$ cat src/flr_cfg.svh
// Purpose: Register offsets, field positions and reset values for the fault latch bank
// Assumes: 8-bit registers on an 8-bit register address
// Notes: Included by the fault latch register module
`ifndef FLR_CFG_SVH
`define FLR_CFG_SVH
// ----------------------------------------
// Offsets
// ----------------------------------------
`define FLR_INPUT_TWO_OFFSET 8'h37
`define FLR_OUTPUT_ONE_OFFSET 8'h38
`define FLR_OUTPUT_TWO_OFFSET 8'h39
// ----------------------------------------
// Reset values and field positions
// ----------------------------------------
`define FLR_RESET_VALUE 8'h00
`define FLR_ADC_ONE_MASK_BIT 3
`define FLR_ADC_TWO_MASK_BIT 2
`define FLR_REG_MASK_BIT 1
`define FLR_REG_FLAG_BIT 0
`define FLR_OUTPUT_ONE_RW 8'h0c
`define FLR_OUTPUT_TWO_RW 8'h02
`endif

$ cat src/flr_pkg.sv
// Purpose: Types shared by the fault latch bank
// Assumes: Constants come from flr_cfg.svh
// Notes: One byte per register
package flr_pkg;
   typedef logic [7:0] flr_byte_t;
   typedef logic [15:0] flr_faults_t;
endpackage

$ cat src/flr_fault_latch_regs.sv
// Purpose: Latched diagnostic status for input two, output one and output two
// Assumes: Fault inputs arrive from analog monitors outside the clock domain
// Notes: Byte register port; reads are single-cycle strobes
//
// Overview of operation
// - Bit 7: input two open inputs
// - Bit 6: input two legs shorted together
// - Bits 5/4: positive/negative leg to ground
// - Bits 3/2: legs shorted to bias rail
// - Bits 1/0: legs shorted to battery rail
// - Output one short: bits 7/6
// - Output one virtual ground: bits 5/4
// - Output two short: bits 7/6
// - Output two virtual ground: bits 5/4
// - Output one bits 3/2: ADC overload masks
// - Output two bit 0 regulator, bit 1 mask
// - Fault bits clear without software writes
// - All three registers reset to zero
`include "flr_cfg.svh"
`timescale 1ns/1ns
`default_nettype none
module flr_fault_latch_regs (
   input wire logic clk,
   input wire logic nrst,
   input wire logic [7:0] regAddr,
   input wire logic regWrite,
   input wire logic regRead,
   input wire flr_pkg::flr_byte_t regWdata,
   input wire flr_pkg::flr_byte_t inputTwoFaults,
   input wire logic [3:0] outputOneFaults,
   input wire logic [3:0] outputTwoFaults,
   input wire logic regulatorShort,
   output logic [7:0] regRdata,
   output logic adcOneOverloadMask,
   output logic adcTwoOverloadMask,
   output logic regulatorShortMask,
   output logic regulatorSummary,
   output logic faultSummary
);
   import flr_pkg::*;
   // ----------------------------------------
   // State
   // ----------------------------------------
   typedef struct packed {
      logic [16:0] sync1;
      logic [16:0] sync2;
      logic [16:0] sync3;
      logic [16:0] stable;
      logic [1:0] adcMasks;
      logic regMask;
      flr_byte_t rdata;
      logic regSum;
      logic anySum;
   } flr_state_t;
   flr_state_t state_reg;
   flr_state_t state_next;
   logic [16:0] rawFaults;
   logic [16:0] clearVec;
   logic [16:0] flags;
   logic rdIn2;
   logic rdOut1;
   logic rdOut2;
   assign rawFaults = {regulatorShort, outputTwoFaults, outputOneFaults, inputTwoFaults};
   assign rdIn2 = regRead && (regAddr == `FLR_INPUT_TWO_OFFSET);
   assign rdOut1 = regRead && (regAddr == `FLR_OUTPUT_ONE_OFFSET);
   assign rdOut2 = regRead && (regAddr == `FLR_OUTPUT_TWO_OFFSET);
   assign clearVec = {rdOut2, {4{rdOut2}}, {4{rdOut1}}, {8{rdIn2}}};
   // ----------------------------------------
   // Sticky flags
   // ----------------------------------------
   // Read clears flags
   genvar gi;
   generate
      for (gi = 0; gi < 17; gi = gi + 1) begin : gFlag
         flr_sticky_bit uBit (
            .clk(clk),
            .nrst(nrst),
            .fault(state_reg.stable[gi]),
            .readClear(clearVec[gi]),
            .flag(flags[gi])
         );
      end
   endgenerate
   // ----------------------------------------
   // Next state
   // ----------------------------------------
   always_comb begin
      state_next = state_reg;
      state_next.sync1 = rawFaults;
      state_next.sync2 = state_reg.sync1;
      state_next.sync3 = state_reg.sync2;
      // Pins count only once two stages agree, filtering single-cycle glitches
      for (int i = 0; i < 17; i++) begin
         if (state_reg.sync2[i] == state_reg.sync3[i]) begin
            state_next.stable[i] = state_reg.sync3[i];
         end
      end
      if (regWrite && regAddr == `FLR_OUTPUT_ONE_OFFSET) begin
         state_next.adcMasks = {regWdata[`FLR_ADC_ONE_MASK_BIT], regWdata[`FLR_ADC_TWO_MASK_BIT]};
      end
      if (regWrite && regAddr == `FLR_OUTPUT_TWO_OFFSET) begin
         state_next.regMask = regWdata[`FLR_REG_MASK_BIT];
      end
      if (rdIn2) begin
         state_next.rdata = flags[7:0];
      end else if (rdOut1) begin
         state_next.rdata = {flags[11:8], state_reg.adcMasks, 2'b00};
      end else if (rdOut2) begin
         state_next.rdata = {flags[15:12], 2'b00, state_reg.regMask, flags[16]};
      end else if (regRead) begin
         state_next.rdata = `FLR_RESET_VALUE;
      end
      state_next.regSum = flags[16] && !state_reg.regMask;
      state_next.anySum = (|flags[15:0]) || (flags[16] && !state_reg.regMask);
   end
   // ----------------------------------------
   // Registers
   // ----------------------------------------
   // Reset to zero
   always_ff @(posedge clk or negedge nrst) begin
      if (!nrst) begin
         state_reg <= '0;
      end else begin
         state_reg <= state_next;
      end
   end
   assign regRdata = state_reg.rdata;
   assign adcOneOverloadMask = state_reg.adcMasks[1];
   assign adcTwoOverloadMask = state_reg.adcMasks[0];
   assign regulatorShortMask = state_reg.regMask;
   assign regulatorSummary = state_reg.regSum;
   assign faultSummary = state_reg.anySum;
endmodule
`default_nettype wire

$ cat src/flr_sticky_bit.sv
// Purpose: One sticky fault flag cleared by a host read
// Assumes: Fault input already synchronised by the caller
// Notes: A fault present in the read cycle keeps the flag set
`timescale 1ns/1ns
`default_nettype none
module flr_sticky_bit (
   input wire logic clk,
   input wire logic nrst,
   input wire logic fault,
   input wire logic readClear,
   output logic flag
);
   import flr_pkg::*;
   typedef struct packed {
      logic flag;
   } flr_bit_state_t;
   flr_bit_state_t state_reg;
   flr_bit_state_t state_next;
   always_comb begin
      state_next = state_reg;
      if (readClear) begin
         state_next.flag = 1'b0;
      end
      // Set wins over the read clear so no event is lost
      if (fault) begin
         state_next.flag = 1'b1;
      end
   end
   always_ff @(posedge clk or negedge nrst) begin
      if (!nrst) begin
         state_reg <= '0;
      end else begin
         state_reg <= state_next;
      end
   end
   assign flag = state_reg.flag;
endmodule
`default_nettype wire

$ cat config.mk
export PLATFORM = sky130hd
export DESIGN_NAME = flr_fault_latch_regs
export DESIGN_NICKNAME = d
export VERILOG_FILES = /design/src/flr_pkg.sv /design/src/flr_fault_latch_regs.sv /design/src/flr_sticky_bit.sv
export VERILOG_INCLUDE_DIRS = /design/src /design/src/src
export SDC_FILE = /design/constraint.sdc
export NUM_CORES = 1
export LEC_CHECK = 0
export ABC_AREA = 1
export BUFFER_PORTS_ARGS = -buffer_cell sky130_fd_sc_hd__buf_4
export CAP_MARGIN = 40
export CORE_MARGIN = 4
export CORE_UTILIZATION = 55
export DETAILED_ROUTE_END_ITERATION = 8
export GPL_TIMING_DRIVEN = 0
export MAX_ROUTING_LAYER = met4
export PLACE_DENSITY = 0.77
export SYNTH_ARGS = -nofsm -noshare
export SYNTH_HDL_FRONTEND = slang
export SYNTH_HIERARCHICAL = 1
export SYNTH_SLANG_ARGS = --single-unit
$ cat constraint.sdc
create_clock -name clk -period 1.4 [get_ports clk]
set_clock_uncertainty 0.05 [all_clocks]
set_input_delay 0.42 -clock clk [delete_from_list [all_inputs] [get_ports clk]]
set_output_delay 0.42 -clock clk [all_outputs]
set_load 0.05 [all_outputs]
# After elaboration in Yosys (flattened, before gate mapping)
# Index checks and enable logic that the tools add are counted.
dict set report op_classes {
  n_eq_ne 20
  n_reduce_logical 27
  muxes 24
}
# operator count
set ops {}
lappend ops {{nonzero test 2 bit} 17}
lappend ops {{2-to-1 mux 8 bit} 4}
lappend ops {{equality test 8 x 6 -> 1 bit, second input constant} 3}
lappend ops {{2-to-1 mux 1 bit} 20}
lappend ops {{equality test 1 bit} 17}
lappend ops {{OR reduction 16 bit} 1}
lappend ops {{logical AND 1 bit} 6}
lappend ops {{nonzero test 4 bit} 1}
lappend ops {{logical NOT 1 bit} 1}
lappend ops {{logical OR 1 bit} 1}
dict set report totals {
  output_inout_bits 13
  word_cells 113
  register_bits 98
  inputBits 37
}

# Longest topological paths before layout
dict set report depth {
  word_depth 5
  depth_mapped 8
  ltp_nobuf 8
}

# Modules after synthesis
# The synthesis kept the hierarchy.
# module area_per_inst_um2 n_inst cells_per_inst
set modules_own_cells {}
lappend modules_own_cells {flr_fault_latch_regs 2778.9 1 199}
lappend modules_own_cells {flr_sticky_bit 40.0 17 5}

# Worst setup path before layout
# Ideal clock, no wire load.
dict set report synth_timing {
  path_kind {in2reg}
  from {input port regAddr[5]}
  to {register state_reg, in the netlist regRdata[2]}
  required_ns 1.226
  path_buffers 0
  setup_slack_ns 0.136
  t_arrival_ns 1.090
  path_stages 7
  path_cell_list {nand2_2 -> inv_2 -> nand2_4 -> nor2_2 -> nor2_1 -> nand2_1 -> nand3_1}
}
# element line_no
set synth_rtl {}
lappend synth_rtl {{from (decl)} flr_fault_latch_regs.sv:25} ;# input wire logic [7:0] regAddr,
lappend synth_rtl {{equality test 8 x 6 -> 1 bit (no line) (*)} -}
lappend synth_rtl {{logical AND 1 bit (*)} flr_fault_latch_regs.sv:64} ;# assign rdIn2 = regRead && (regAddr == `FLR_INPUT_TWO_OFFSET);
lappend synth_rtl {{named net rdIn2} flr_fault_latch_regs.sv:60} ;# logic rdIn2;
lappend synth_rtl {{nonzero test 4 bit (no line) or 2-to-1 mux 8 bit (tied branches)} -}
lappend synth_rtl {{to (signal assigned)} flr_fault_latch_regs.sv:124} ;# state_reg <= state_next;
lappend synth_rtl {{to (decl)} flr_fault_latch_regs.sv:55} ;# flr_state_t state_reg;
# The timed path passes the listed nets; every way through them passes the cells marked *.
# A chain may end at the register's enable or synchronous reset.

# Worst setup path after layout
dict set report layout_timing {
  from {register state_reg, in the netlist regRdata[7]}
  to {output port regRdata[7]}
}
# element line_no
set layout_rtl {}
lappend layout_rtl {{to (decl)} flr_fault_latch_regs.sv:33} ;# output logic [7:0] regRdata,
# No word-level cell between the ends.

==> results.sh <==
export IMPL_outcome="complete, but fails checks"
export IMPL_h_tree_depth=3
export IMPL_placed_area_um2=3910
export IMPL_rsz0062_at_grt="yes"
export IMPL_root_buffer="clkbuf_8"
export IMPL_drc=0
export IMPL_cp_cell_sequence="buf_8"
export IMPL_cts_sinks=98
export IMPL_clock_path_buffers=2
export IMPL_netlist_area_um2=3460
export IMPL_worstPathMaxFanout=2
export IMPL_clock_latency_ps=360
export IMPL_place_ws_ps=-169
export IMPL_drt_first_pass_iters=4
export IMPL_layout_drive_gt1_share_pct=25.7
export IMPL_grt_use_total_pct=16.6
export IMPL_rows=28
export IMPL_design_core_area_um2=6030
export IMPL_die_h_um=87.3
export IMPL_p_leak_nw=2.07
export IMPL_critical_path_top_delay_family="flip-flops"
export IMPL_intPower_mw=3.94
export IMPL_peakVddDrop_mv=0.972
export IMPL_crit_buf_inv=1
export IMPL_overflow=0
export IMPL_tightest_slew_ps=445
export IMPL_final_core_util_pct=69.7
export IMPL_yosysSeqAreaShare_pct=70.9
export IMPL_maxSlewHeadroom_pct=70.3
export IMPL_power_switching_mw=1.21
export IMPL_io_buffers=44
export IMPL_slew_violations=0
export IMPL_critical_path_depth=1
export IMPL_min_period_ps=1420
export IMPL_place_hpwl_um=3730
export IMPL_cts_tree="done"
export IMPL_avgSynthCellArea_um2=12.2
export IMPL_num_nets_final=378
export IMPL_initial_core_util_pct=57.4
export IMPL_hold_class="input port to register"
export IMPL_final_area_um2=4200
export IMPL_synth_mux_area_share_pct=0
export IMPL_setup_violations_final=4
export IMPL_grt_max_degree=66
export IMPL_grtUsageMet2_pct=24.2
export IMPL_r2r_start="gFlag[5].uBit/flag$_DFFE_PN0P_"
export IMPL_post_synth_xor_area_fraction_pct=0
export IMPL_violations="setup timing"
export IMPL_whs_path_depth=1
export IMPL_die_w_um=87.3
export IMPL_slowest_delay_ps=430
export IMPL_cp_startpoint="regRdata[7]$_DFFE_PN0P_"
export IMPL_path_clk_slew_ps=100
export IMPL_via_per_inst=4.80
export IMPL_place_inst=404
export IMPL_grt_util_met3_pct=5.11
export IMPL_top_usage_layer="met2"
export IMPL_ant_nets=0
export IMPL_holdWs_ps=112
export IMPL_fin_cells=421
export IMPL_yosys_area_share_simple_pct=16.3
export IMPL_wl_um=5440
export IMPL_cp_data_arrival_time_ps=950
export IMPL_synthAdderAreaFrac_pct=4.92
export IMPL_cp_slowest_cell="dfrtp_1"
export IMPL_clkPwrFrac_pct=35.2
export IMPL_place_gp_congestion=0.871
export IMPL_seqPwrFrac_pct=58.7
export IMPL_io_pins=50
export IMPL_die_area_um2=7620
export IMPL_synth_compound_area_share_pct=0.868
export IMPL_p_per_area_nw_per_um2=1230
export IMPL_fin_ws_ps=-21.9
export IMPL_yosys_cell_types_count=21
export IMPL_grt_pass1_wl_um=9270
export IMPL_start_kind="register"
export IMPL_hold_viol_final=0
export IMPL_globalRouteMet1Util_pct=21.1
export IMPL_worstSetupEndpointType="output pin"
export IMPL_via_count=2020
export IMPL_max_freq_mhz=703
export IMPL_cts_buffers_inserted=9
export IMPL_min_period_over_period_pct=102
export IMPL_p_sw_share_pct=23.4
export IMPL_syn_nets=321
export IMPL_area_growth_syn_to_layout_pct=21.4
export IMPL_worstHoldStart="outputTwoFaults[1]"
export IMPL_antenna_found_initial=0
export IMPL_maxCapViolCount=0
export IMPL_avgRoutedWirePerCell_um=12.9
export IMPL_ys_ff_latch=98
export IMPL_grt_pass1_vias=2051
export IMPL_crit_type="register to output pin"
export IMPL_antenna_cells=0
export IMPL_fin_total_pwr_mw=5.15
export IMPL_syn_inst=284
export IMPL_pwr_share_comb_pct=6.1
export IMPL_synth_top_family_by_area="simple AND/OR/NAND/NOR gates"
export IMPL_ff2ff_path_depth=3
export IMPL_required_ps=930
export IMPL_synth_warnings=6
export IMPL_tns_ps=-55.4
export IMPL_first_iter_violations=130
cells by family (layout without fill, tap and decap cells):
kind of cell | count (synthesis) | after routing
AO/OA/AOI/OAI | 5 | 5
adder cells (fa/ha/maj) | 17 | 17
buffers and inverters | 57 | 119
flip-flops | 98 | 98
AND/OR/NAND/NOR | 107 | 107
worst reg2reg max path, cell delays in order (launching register included):
cell and delay [ps]:
dfrtp_1 410, or2_2 310, nor4_1 230, nand3_1 130
Yosys cell counts (all sizes together):
cell type	number	area share (%)
dfrtp	98	71
nand2	66	8.0
inv	48	5.2
maj3	17	4.9
nor2	17	3.9
nand4	11	2.0
buf	8	1.7
nand3	8	1.2
nor4	3	0.54
a21oi	2	0.29
o211ai	2	0.43
clkbuf	1	0.11
nor3	1	0.47
o21ai	1	0.14
or2	1	0.18
area by class of cell:
cell class	instances	area, um^2
Sequential cell	98	2450
Fill cell	415	1820
Multi-Input combinational cell	129	763
Timing Repair Buffer	54	507
Inverter	48	180
Clock buffer	9	124
Tap cell	75	93.8
Clock inverter	7	77.6
Buffer	1	3.75
cells in the final DEF, fill, tap and decap left out, drive strengths merged, types with 2 or more instances in the layout:
master,n
clkinv,3
maj3,17
dfrtp,98
inv,50
nand4,11
buf,53
a21oi,2
nand2,66
nand3,8
o211ai,2
nor2,17
nor4,3
clkbuf,10
per-layer routing:
layer  routed length, um  share of wire, %
met1                2410                44
met3                 391               7.2
met2                2490                46
met5                   0                 0
met4                 141               2.6
power by group through the flow:
stage / Clock (mW) / Sequential, mW / Combinational [mW]
floorplan: 0 / 3.08 / 0.121
global placement: 0 / 3.07 / 0.286
detailed placement: 0 / 3.08 / 0.306
CTS: 1.86 / 3.03 / 0.316
global route: 2.00 / 3.04 / 0.350
finish: 1.81 / 3.02 / 0.312
path summary, 6_finish.rpt:
| check | endpoint | slack (ps) |
|---|---|---|
| worst max-delay path | regRdata[7] | -20 |
| worst min-delay path | state_next[60]$_DFF_PN0_ | 110 |
| worst max register to register | faultSummary$_DFF_PN0_ | 150 |
| worst min register to register | state_next[34]$_DFF_PN0_ | 300 |
| max in group asynchronous | state_reg[13]$_DFFE_PN0N_ | 170 |
| min in group asynchronous | state_next[59]$_DFF_PN0_ | 490 |
timing repair:
item / CTS / global route
buffers inserted: 4 / 4
hold buffers: 1 / 0
resized for setup: 21 / 0
hold endpoints to repair: 33 / 0
endpoints found under the setup margin: 13 / 13
No activity file was read; power rests on OpenSTA's default activity.
